File: src/core/spi_pkg.sv
// Package for the power-down / interrupt pin block: register map, fields, timing.
// Assumes a 40 MHz clock and 16-bit management register accesses.
package spi_pkg;
    localparam logic [4:0] ADDR_BASIC_CONTROL = 5'h00;
    localparam logic [4:0] ADDR_PIN_CONTROL = 5'h11;
    localparam logic [4:0] ADDR_MASK_STATUS = 5'h12;
    localparam logic [4:0] ADDR_ENERGY_CONTROL = 5'h1d;
    localparam int BIT_POWER_DOWN = 11;
    localparam int BIT_PIN_OE = 0;
    localparam int BIT_IRQ_ENABLE = 1;
    localparam int NUM_SOURCES = 8;
    localparam int SRC_LINK = 5;
    localparam int SRC_ENERGY = 6;
    localparam int BIT_ENERGY_ENABLE = 15;
    localparam logic [15:0] RESET_ZERO = 16'h0000;
    localparam int CLK_MHZ = 40;
    localparam int PULSE_PERIOD_US = 16000;
    localparam int PULSE_WIDTH_NS = 100;
    localparam int POWERUP_US = 10;
    localparam int PULSE_PERIOD_CYC = PULSE_PERIOD_US * CLK_MHZ;
    localparam int PULSE_WIDTH_CYC = (PULSE_WIDTH_NS * CLK_MHZ + 999) / 1000;
    localparam int POWERUP_CYC = POWERUP_US * CLK_MHZ;
    localparam int CNT_W = 20;

    typedef struct packed {
        logic wr;
        logic rd;
        logic [4:0] addr;
        logic [15:0] wdata;
    } spi_req_t;

    typedef enum {
        ED_ACTIVE,
        ED_SLEEP,
        ED_PULSE,
        ED_WAKE
    } spi_ed_state_t;
endpackage

File: src/core/spi_energy_detect.sv
// Energy-detect low-power sequencer with periodic pulse wake-ups.
// Assumes line activity is a synchronous level from the analog front end.
`timescale 1ns/1ps
`default_nettype none
module spi_energy_detect
    import spi_pkg::*;
(
    input wire logic i_clk,
    input wire logic i_rst,
    input wire logic i_ce,
    input wire logic i_enable,
    input wire logic i_activity,
    output logic o_low_power,
    output logic o_pulse,
    output logic o_state_change
);
    spi_ed_state_t state;
    spi_ed_state_t next_state;
    logic [CNT_W-1:0] cnt;
    wire cnt_period = (cnt == CNT_W'(PULSE_PERIOD_CYC - 1));
    wire cnt_width = (cnt == CNT_W'(PULSE_WIDTH_CYC - 1));
    wire cnt_powerup = (cnt == CNT_W'(POWERUP_CYC - 1));

    always_comb begin
        next_state = state;
        case (state)
            ED_ACTIVE: begin
                if (i_enable && !i_activity) begin
                    next_state = ED_SLEEP;
                end
            end
            ED_SLEEP: begin
                if (!i_enable || i_activity) begin
                    next_state = ED_WAKE;
                end else if (cnt_period) begin
                    next_state = ED_PULSE;
                end
            end
            ED_PULSE: begin
                if (cnt_width) begin
                    next_state = ED_SLEEP;
                end
            end
            ED_WAKE: begin
                if (cnt_powerup) begin
                    next_state = ED_ACTIVE;
                end
            end
            default: begin
                next_state = ED_ACTIVE;
            end
        endcase
    end

    always_ff @(posedge i_clk) begin
        if (i_rst) begin
            state <= ED_ACTIVE;
            cnt <= '0;
            o_low_power <= 1'b0;
            o_pulse <= 1'b0;
            o_state_change <= 1'b0;
        end else if (i_ce) begin
            state <= next_state;
            cnt <= (next_state != state) ? '0 : cnt + 1'b1;
            o_low_power <= (next_state == ED_SLEEP) || (next_state == ED_PULSE);
            o_pulse <= (next_state == ED_PULSE);
            o_state_change <= ((next_state == ED_SLEEP) && (state == ED_ACTIVE))
                || ((next_state == ED_WAKE) && (state == ED_SLEEP));
        end
    end
endmodule
`default_nettype wire

File: src/core/spi_irq_flags.sv
// Sticky interrupt flags with read-clear; set wins over clear.
// Assumes events are one-cycle pulses from the same clock domain.
`timescale 1ns/1ps
`default_nettype none
module spi_irq_flags
    import spi_pkg::*;
(
    input wire logic i_clk,
    input wire logic i_rst,
    input wire logic i_ce,
    input wire logic [NUM_SOURCES-1:0] i_event,
    input wire logic i_clear,
    output logic [NUM_SOURCES-1:0] o_flags
);
    genvar g;
    generate
        for (g = 0; g < NUM_SOURCES; g = g + 1) begin : g_flag
            always_ff @(posedge i_clk) begin
                if (i_rst) begin
                    o_flags[g] <= 1'b0;
                end else if (i_ce) begin
                    if (i_event[g]) begin
                        o_flags[g] <= 1'b1;
                    end else if (i_clear) begin
                        o_flags[g] <= 1'b0;
                    end
                end
            end
        end
    endgenerate
endmodule
`default_nettype wire

File: src/core/spi_powerdown_irq.sv
// Top of the shared power-down / interrupt pin logic with its management registers.
// Assumes register requests are single-cycle strobes synchronous to I_CLK.
//
// How it works
// - Pin is power-down input after reset.
// - Pin output enable bit drives active-low interrupt.
// - Low input pin forces power-down mode.
// - Registers work powered down; enable bit exits.
// - Pin low at initialization starts powered down.
// - All mask bits clear after reset.
// - Global enable and per-source masks gate interrupts.
// - Interrupt pin asserts without waiting extra cycles.
// - High byte shows pending flag per source.
// - Status read clears pending flags, except one whose event fires in the read cycle.
// - Cleared flags release pin high.
// - Link and energy changes are maskable sources.
// - Energy detect idles low-power while monitoring.
// - Line activity triggers normal power-up.
// - Periodic energy-detect pulses in energy mode.
// - Energy saving control register configures detection.
`timescale 1ns/1ps
`default_nettype none
module spi_powerdown_irq
    import spi_pkg::*;
(
    // Clock, reset, enable
    input wire logic I_CLK,
    input wire logic I_RST,
    input wire logic I_CE,
    // Management register access
    input wire logic I_REG_WR,
    input wire logic I_REG_RD,
    input wire logic [4:0] I_REG_ADDR,
    input wire logic [15:0] I_REG_WDATA,
    output logic [15:0] O_REG_RDATA,
    output logic O_REG_RVALID,
    // Shared sleep_or_irq_pin
    input wire logic I_SLEEP_OR_IRQ_PIN,
    output logic O_SLEEP_OR_IRQ_PIN,
    output logic O_SLEEP_OR_IRQ_PIN_OE,
    // Line status
    input wire logic I_LINK_UP,
    input wire logic I_LINE_ACTIVITY,
    // Power state
    output logic O_POWER_DOWN,
    output logic O_LOW_POWER,
    output logic O_ED_PULSE
);
    spi_req_t req;
    logic [15:0] basic_control_reg;
    logic [15:0] interrupt_pin_control;
    logic [NUM_SOURCES-1:0] irq_mask;
    logic [15:0] energy_saving_control;
    logic strap_taken;
    logic strap_down;
    logic link_prev;
    logic [NUM_SOURCES-1:0] flags;
    logic ed_low_power;
    logic ed_pulse;
    logic ed_change;

    assign req = '{wr: I_REG_WR, rd: I_REG_RD, addr: I_REG_ADDR, wdata: I_REG_WDATA};

    wire wr_basic = req.wr && (req.addr == ADDR_BASIC_CONTROL);
    wire wr_pin = req.wr && (req.addr == ADDR_PIN_CONTROL);
    wire wr_mask = req.wr && (req.addr == ADDR_MASK_STATUS);
    wire wr_energy = req.wr && (req.addr == ADDR_ENERGY_CONTROL);
    wire rd_status = I_CE && req.rd && (req.addr == ADDR_MASK_STATUS);

    wire pin_oe = interrupt_pin_control[BIT_PIN_OE];
    wire irq_en = interrupt_pin_control[BIT_IRQ_ENABLE];
    wire energy_en = energy_saving_control[BIT_ENERGY_ENABLE];

    // In input mode a low pin requests power-down; the enable bit masks it.
    wire pin_down = !pin_oe && !I_SLEEP_OR_IRQ_PIN;
    wire next_power_down = basic_control_reg[BIT_POWER_DOWN] || pin_down
        || (strap_down && !pin_oe);

    wire link_change = (I_LINK_UP != link_prev);
    logic [NUM_SOURCES-1:0] events;
    always_comb begin
        events = '0;
        events[SRC_LINK] = link_change;
        events[SRC_ENERGY] = ed_change;
    end

    // A status read drops old flags, but an event in the read cycle still sets its flag.
    // The pin therefore stays low through such a read instead of glitching high.
    wire [NUM_SOURCES-1:0] next_flags = rd_status ? events : (flags | events);
    wire irq_active = pin_oe && irq_en && |(next_flags & irq_mask);

    wire [15:0] status_word = {flags, irq_mask};
    wire [15:0] next_rdata =
        (req.addr == ADDR_BASIC_CONTROL) ? basic_control_reg :
        (req.addr == ADDR_PIN_CONTROL) ? interrupt_pin_control :
        (req.addr == ADDR_MASK_STATUS) ? status_word :
        (req.addr == ADDR_ENERGY_CONTROL) ? energy_saving_control : RESET_ZERO;

    spi_irq_flags u_flags (
        .i_clk(I_CLK),
        .i_rst(I_RST),
        .i_ce(I_CE),
        .i_event(events),
        .i_clear(rd_status),
        .o_flags(flags)
    );

    spi_energy_detect u_ed (
        .i_clk(I_CLK),
        .i_rst(I_RST),
        .i_ce(I_CE),
        .i_enable(energy_en),
        .i_activity(I_LINE_ACTIVITY),
        .o_low_power(ed_low_power),
        .o_pulse(ed_pulse),
        .o_state_change(ed_change)
    );

    // Registers stay writable in power-down.
    always_ff @(posedge I_CLK) begin
        if (I_RST) begin
            basic_control_reg <= RESET_ZERO;
            interrupt_pin_control <= RESET_ZERO;
            irq_mask <= '0;
            energy_saving_control <= RESET_ZERO;
        end else if (I_CE) begin
            if (wr_basic) begin
                basic_control_reg <= req.wdata;
            end
            if (wr_pin) begin
                interrupt_pin_control <= req.wdata;
            end
            if (wr_mask) begin
                irq_mask <= req.wdata[NUM_SOURCES-1:0];
            end
            if (wr_energy) begin
                energy_saving_control <= req.wdata;
            end
        end
    end

    // The strap is caught on the first enabled edge after reset release.
    always_ff @(posedge I_CLK) begin
        if (I_RST) begin
            strap_taken <= 1'b0;
            strap_down <= 1'b0;
            link_prev <= 1'b0;
        end else if (I_CE) begin
            link_prev <= I_LINK_UP;
            if (!strap_taken) begin
                strap_taken <= 1'b1;
                strap_down <= !I_SLEEP_OR_IRQ_PIN;
            end else if (pin_oe || wr_basic) begin
                strap_down <= 1'b0;
            end
        end
    end

    always_ff @(posedge I_CLK) begin
        if (I_RST) begin
            O_SLEEP_OR_IRQ_PIN <= 1'b1;
            O_SLEEP_OR_IRQ_PIN_OE <= 1'b0;
            O_POWER_DOWN <= 1'b0;
            O_LOW_POWER <= 1'b0;
            O_ED_PULSE <= 1'b0;
            O_REG_RDATA <= RESET_ZERO;
            O_REG_RVALID <= 1'b0;
        end else if (I_CE) begin
            O_SLEEP_OR_IRQ_PIN_OE <= pin_oe;
            O_SLEEP_OR_IRQ_PIN <= !irq_active;
            O_POWER_DOWN <= next_power_down;
            O_LOW_POWER <= ed_low_power;
            O_ED_PULSE <= ed_pulse;
            O_REG_RVALID <= req.rd;
            if (req.rd) begin
                O_REG_RDATA <= next_rdata;
            end
        end
    end
endmodule
`default_nettype wire

File: config.mk
export PLATFORM = sky130hd
export DESIGN_NAME = spi_powerdown_irq
export DESIGN_NICKNAME = d
export VERILOG_FILES = /design/src/core/spi_pkg.sv /design/src/core/spi_energy_detect.sv /design/src/core/spi_irq_flags.sv /design/src/core/spi_powerdown_irq.sv
export SDC_FILE = /design/constraint.sdc
export NUM_CORES = 1
export LEC_CHECK = 0
export CORE_ASPECT_RATIO = 2
export CORE_MARGIN = 8
export CORE_UTILIZATION = 45
export DETAILED_ROUTE_END_ITERATION = 10
export DONT_BUFFER_PORTS = 1
export GPL_ROUTABILITY_DRIVEN = 0
export PLACE_DENSITY = 0.65
export SETUP_SLACK_MARGIN = 0.1
export SLEW_MARGIN = 20
export SYNTH_ARGS = -nofsm -noshare
export SYNTH_HDL_FRONTEND = slang
export SYNTH_SLANG_ARGS = --single-unit
File: constraint.sdc
create_clock -name I_CLK -period 3.3 [get_ports I_CLK]
set_clock_uncertainty 0.05 [all_clocks]
set_input_delay 0.495 -clock I_CLK [delete_from_list [all_inputs] [get_ports I_CLK]]
set_output_delay 0.495 -clock I_CLK [all_outputs]
set_load 0.02 [all_outputs]
==> results of run 1 <==
==> power groups by stage <==
| stage | logic, mW | clock network [mW] | registers (mW) |
|---|---|---|---|
| global route | 0.0826 | 2.04 | 1.72 |
| detailed placement | 0.0739 | 0 | 1.76 |
| floorplan | 0.0787 | 0 | 1.75 |
| CTS | 0.0742 | 1.97 | 1.72 |
| global placement | 0.0710 | 0 | 1.76 |
| finish | 0.0736 | 1.94 | 1.72 |
==> synth_stat cells, types with 2 or more instances <==
cell type / n
a211oi_1: 7
o21ai_0: 6
and3_2: 2
nand4_1: 13
mux2i_1: 14
o21a_1: 2
and2_1: 31
a222oi_1: 6
a21oi_1: 57
and4_1: 3
dfxtp_1: 138
buf_2: 3
nand3_1: 12
nor2_1: 67
or4_1: 2
nand2_1: 114
xor2_1: 14
xnor2_1: 5
or4_4: 2
a22oi_1: 20
clkbuf_1: 34
and3_1: 8
nor3_1: 4
inv_1: 7
a311oi_1: 11
o21bai_1: 2
nor3b_1: 2
nor4_1: 9
a211o_1: 2
==> area by class of cell <==
class                   count  area (um^2)
clock inverters            14          170
clock buffers              18          439
multi-input cells         431         2430
flip-flops and latches    138         2760
repair buffers              6         45.0
inverters                   7         26.3
well taps                 145          181
fillers                  1110         5580
==> per-layer routing <==
metal  vias to the layer above  routed length, um
met5                         -                  0
met4                         0                321
met3                        29                780
met2                       113               7010
met1                      2060               4810
li1                       2108                  -
==> worst max-delay path by stage <==
stage	start	slack (ns)	endpoint	depth (start not counted)
2_1_floorplan	u_ed.cnt[10]	0.93	u_ed.o_low_power	6
3_3_place_gp	I_REG_ADDR[2]	0.76	interrupt_pin_control[10]	4
3_5_place_dp	I_REG_ADDR[2]	0.75	strap_down	5
4_1_cts	u_ed.cnt[11]	0.81	u_ed.o_low_power	6
5_1_grt	u_ed.cnt[0]	0.63	u_ed.state[25]	7
6_report	u_ed.cnt[11]	0.77	u_ed.o_low_power	6
==> per-stage QoR <==
step / hold slack [ns] / area (um^2) / instances
after CTS: 0.105 / 6050 / 759
final: 0.102 / 6050 / 759
after detailed placement: 0.391 / 5440 / 727
after global routing: 0.0931 / 6050 / 759
after floorplan: 0.380 / 5350 / 614
after global placement: 0.386 / 5440 / 727
==> cell usage in the layout (no fill, tap or decap), types with 11 or more instances in the layout <==
master	count
dfxtp_1	138
nand2_1	114
nor2_1	67
a21oi_1	57
and2_1	31
a22oi_1	20
clkbuf_16	17
mux2i_1	14
xor2_1	14
nand4_1	13
nand3_1	12
a311oi_1	11
==> worst max-delay path: cells and delay by family (launching register included) <==
family	cells	cell delay (ns)
compound gates	2	0.64
flops	1	0.35
simple gates	4	1.39
==> logic make-up after synthesis <==
| family | Yosys count |
|---|---|
| AOI/OAI and AO/OA | 121 |
| adders and majority gates | 1 |
| and+or+nand+nor | 276 |
| xor gates and xnor gates | 19 |
| muxes | 14 |
| DFF | 138 |
| buffers and inverters | 45 |
==> run metrics, run 1 <==
status=completed; CTS tree=built; # H-tree levels=4; r2r startpoint=u_ed.cnt[11]; Final ANT Viol Nets=0; pre-CTS setup slack=0.747 ns; Post-route DRC=0; final net count=631; io pins=51; full die area=0.0158 mm^2; P&R area growth vs syn=13.2%; Initial Utilization=46.0%; Leak=2.10 nW; Worst Hold End=strap_taken; Worst EP required=3.56 ns; grt met3 use=4.24%; largest area contributor in the netlist=dfxtp_1; Largest register FFs=32; Cells after Synth=614; sequential cell area fraction in the yosys report=51.7%; element type at the critical path end=flop; worst slew pin tran=0.867 ns; clock tree buffer depth=2; drt total wl=12,900 um; grt total ovfl=0; post-synthesis compound-gate area fraction=14.8%; peak supply drop=0.415 mV; most flop-heavy register=u_ed.state; clk_lat worst skew=0.42 ns; GRT Overall Usage=16.7%; layout cells sized above 1=8.31%; Row Count=56; RSZ-0062 raised after global routing=no; crit-path cells=or4_4, or4_4, o21a_1, o21ai_0, nand4_1, and3_1; switch share=21.5%; Post-CTS Setup Bufs=0; Sw Pwr=0.801 mW; most used cell, CP=or4_4; max_slew headroom=41.7%; Crit path arrival time=2.79 ns; clock power share=51.9%; crit-path max FO=5; Largest regs=u_ed.state x32, u_ed.cnt x20; Final WS setup=0.769 ns; Avg Vias per Cell=5.68; Final TNS setup=0 ns; reg-to-reg endpoint=u_ed.o_low_power; Slowest-stage cell, CP=or4_4; total power=3.73 mW; Tmin final=2.53 ns; vias in the first global route=4,268; Power Internal=2.93 mW; Root Buffer=clkbuf_16; Cell variety after synth=46; XOR/XNOR share of the synthesized area=3.11%; CTS Hold Buffers Added=0; area share of the largest cell type after synthesis=51.7%; CTS Buf Count=17; largest net degree at the start of global routing=91; Area contributors post-synth=dfxtp_1 (52%), nand2_1 (8.0%), a21oi_1 (5.3%), nor2_1 (4.7%), and2_1 (3.6%); Startpoint Class=flop; Seq pwr share=46.2%; # resized after CTS=0; simple-gate portion of the synthesized area=24.3%; post-synthesis adder-cell area fraction=0.234%; final setup fails=0; Initial DRC Count=282; Peak Freq=395 MHz; clk sinks=138; top_reg_cell synth=dfxtp_1; r2r setup slk=0.77 ns; Max-cap violations=0; Post-synth EDFFs=0; total power per unit cell area=617 mW/mm^2; busiest grt layer=met2; Logic pwr share=2.0%; initial antenna violation count=0; Synth Cell Area=0.00535 mm^2; GR Layer Usage met1=16.4%; grt met2 use=30.3%; mux cell area share after synthesis=2.62%; clk slew on worst S/H paths=0.06 ns; Final Max Slew Viols=0; first-pass GRT wire length=20,800 um; Via Count=4,310; CORE AREA=0.0116 mm^2; Synth warnings=0; Hold Fails Final Rpt=0; DR WL/cell=17.0 um; #FFs+latches synth=138; Setup Crit Path Kind=flop to flop; port buffer count=0; drt pass-1 iters=5; Antenna diodes=0; hold path startpoint=I_RST; post-DP HPWL=8780 um; ratio of final minimum period to clock period=76.7%; Die Ht=170 um; worst hold path type=primary input to flop; ys async rst share=0%; Hold Crit Depth=1; Avg Cell Area, Syn=8.71 um^2; final core utilization=52.0%; Post-Syn Nets=644; Reg2Reg Depth=6; largest family of logic cells by synthesized area=simple AND/OR/NAND/NOR gates; CP max stage delay=0.53 ns; Die Wd=93.1 um
Power figures use the tool's default switching activity.
==> run 2, diff against run 1 <==
==> constraint.sdc (replaced) <==
create_clock -name I_CLK -period 2.53 [get_ports I_CLK]
set_clock_uncertainty 0.05 [all_clocks]
set_input_delay 0.3795 -clock I_CLK [delete_from_list [all_inputs] [get_ports I_CLK]]
set_output_delay 0.3795 -clock I_CLK [all_outputs]
set_load 0.02 [all_outputs]
==> run 2 against run 1 <==
Compared with the run above:
- setup slack worse by 0.70 ns
- via count up 5.0%
- register-to-register slack worse by 0.70 ns
- cell area up 4.7%
- critical path depth up 4
- routed wire length up 11%
- critical endpoint is now u_ed.cnt[13]
- total power up 26%
==> run metrics, run 2 (synthesis gave the netlist of run 1 again) <==
largest net degree at the start of global routing=86 (-5.5%); pre-CTS setup slack=0.0646 ns (-0.683 ns); Post-route DRC=0 (unchanged); vias in the first global route=4,287 (+0.45%); most common library cell in the layout ignoring fill and taps=dfxtp_1; Final Max Slew Viols=0 (unchanged); RSZ-0062 raised after global routing=yes; Hold Fails Final Rpt=0 (unchanged); post-DP HPWL=9000 um (+2.5%); Tmin final=2.47 ns (-0.0653 ns); worst slew pin tran=0.845 ns (-0.0219 ns); Die Ht=170 um (unchanged); dpl cell area=0.00550 mm^2 (+0.97%); total power per unit cell area=744 mW/mm^2 (+21%); DR WL/cell=18.2 um (+7.1%); Leak=2.22 nW (+5.9%); Avg Vias per Cell=5.78 (+1.8%); Row Count=56 (unchanged); Antenna diodes=0 (unchanged); Logic pwr share=3.2% (+1.2 points); Non-Filler Instances=783 (+3.2%); Startpoint Class=flop; io pins=51 (unchanged); layout cells sized above 1=14.9% (+6.6 points); initial antenna violation count=0 (unchanged); Sequential Area=0.00277 mm^2 (about the same); # fillers=1,068 (-3.8%); full die area=0.0158 mm^2 (unchanged); multi-input logic area=0.00256 mm^2 (+5.4%); CTS Buf Count=17 (unchanged); drt pass-1 iters=5 (unchanged); final net count=655 (+3.8%); Peak Freq=406 MHz (+2.6%); crit-path max FO=5 (unchanged); # H-tree levels=4 (unchanged); grt total ovfl=0 (unchanged); clk slew on worst S/H paths=0.06 ns (about the same); Seq pwr share=47.6% (+1.4 points); drt total wl=14,300 um (+11%); P&R area growth vs syn=18.6%; Max-cap violations=0 (unchanged); clock tree buffer depth=2 (unchanged); Setup Crit Path Kind=flop to flop; clock power share=49.2% (-2.7 points); max_slew headroom=43.6% (+1.9 points); peak supply drop=0.517 mV (+25%); leading cell types in the layout, fill and taps excluded=dfxtp_1 (136), nand2_1 (114), nor2_1 (60); status=completed; Inst Count DP=734 (+0.96%); CTS tree=built; clk_lat worst skew=0.41 ns (about the same); element type at the critical path end=flop; GRT Overall Usage=17.3% (+0.64 points); ratio of final minimum period to clock period=97.5% (+21 points); Final ANT Viol Nets=0 (unchanged); final setup fails=0 (unchanged); worst hold path type=primary input to flop; Die Wd=93.1 um (unchanged); Power Internal=3.56 mW (+21%); Reg2Reg Depth=10 (+4); first-pass GRT wire length=21,300 um (+2.7%); Initial DRC Count=259 (-8.2%); Final TNS setup=0 ns (unchanged); switch share=24.6% (+3.2 points); most flop-heavy register=u_ed.state; fin area=0.00634 mm^2 (+4.7%); Largest register FFs=32 (unchanged); CORE AREA=0.0116 mm^2 (unchanged); port buffer count=0 (unchanged); Crit path arrival time=2.72 ns (-0.07 ns); final core utilization=54.5% (+2.5 points); Final WS setup=0.0643 ns (-0.705 ns); Root Buffer=clkbuf_16; clk sinks=138 (unchanged); Initial Utilization=46.0% (unchanged); Via Count=4,526 (+5.0%); Hold Crit Depth=1 (unchanged); Worst EP required=2.79 ns (-0.77 ns); Sw Pwr=1.16 mW (+45%); Largest regs=u_ed.state x32, u_ed.cnt x20
==> run 2: cell types whose count changed in the layout (fill, tap and decap cells not counted), sizes merged <==
cell | previous run | this run
dlygate4sd3 | 0 | 2
clkinvlp | 1 | 2
buf | 6 | 25
bufinv | 3 | 0
inv | 9 | 18
clkbuf | 18 | 17
clkinv | 8 | 2
o21ba | 1 | 4
==> run 2: path summary, 6_finish.rpt <==
path              slack (ns)                startpoint                        to
hold / removal          0.03                     I_RST        O_SLEEP_OR_IRQ_PIN
hold reg to reg         0.40  energy_saving_control[3]  energy_saving_control[3]
setup / recovery        0.06              u_ed.cnt[11]              u_ed.cnt[13]
setup reg to reg        0.06              u_ed.cnt[11]              u_ed.cnt[13]
==> run 2: cell type report <==
type                            count  share of cell area (%)
Sequential cell                   138                    43.6
Multi-Input combinational cell    434                    40.3
Clock buffer                       17                    6.71
Timing Repair Buffer               27                    4.01
Tap cell                          145                    2.86
Clock inverter                     15                    2.03
Inverter                            7                   0.415
==> run 2: power groups by stage <==
stage | Combinational, mW | Sequential (mW) | Clock [mW]
floorplan | 0.103 | 2.29 | 0
global placement | 0.0942 | 2.29 | 0
detailed placement | 0.0998 | 2.30 | 0
CTS | 0.130 | 2.25 | 2.37
global route | 0.163 | 2.25 | 2.47
finish | 0.150 | 2.25 | 2.32
==> run 2: per-layer routing <==
metal | vias up | part of all wire, % | GRT usage [%]
met5 | - | 0 | 0
met4 | 0 | 4.3 | 9.32
met3 | 55 | 6.6 | 4.46
met2 | 168 | 54 | 31.8
met1 | 2141 | 35 | 17.0
li1 | 2162 | - | -
==> run 2: per-stage QoR <==
step	power, mW	hold slack [ns]
after global placement	2.39	0.385
after global routing	4.88	0.0244
after floorplan	2.39	0.380
final	4.72	0.0336
after detailed placement	2.40	0.391
after CTS	4.74	0.0129
==> run 2: critical path, cell delays in order, from the launching register on <==
cell and delay (ns):
dfxtp_2 0.32, or4_4 0.54, buf_6 0.14, and4bb_2 0.30, a311o_1 0.22, buf_6 0.13
o31ai_4 0.06, buf_6 0.15, o21bai_4 0.23, buf_6 0.17, nor2_1 0.05
==> run 2: repair_timing <==
item | in CTS | in global routing
pin swaps | 4 | 27
endpoints found under the setup margin | 31 | 53
endpoints found under the hold margin | 85 | 0
hold buffers | 3 | 0
resized for setup | 4 | 36
cloned | 0 | 6
buffers inserted | 4 | 4
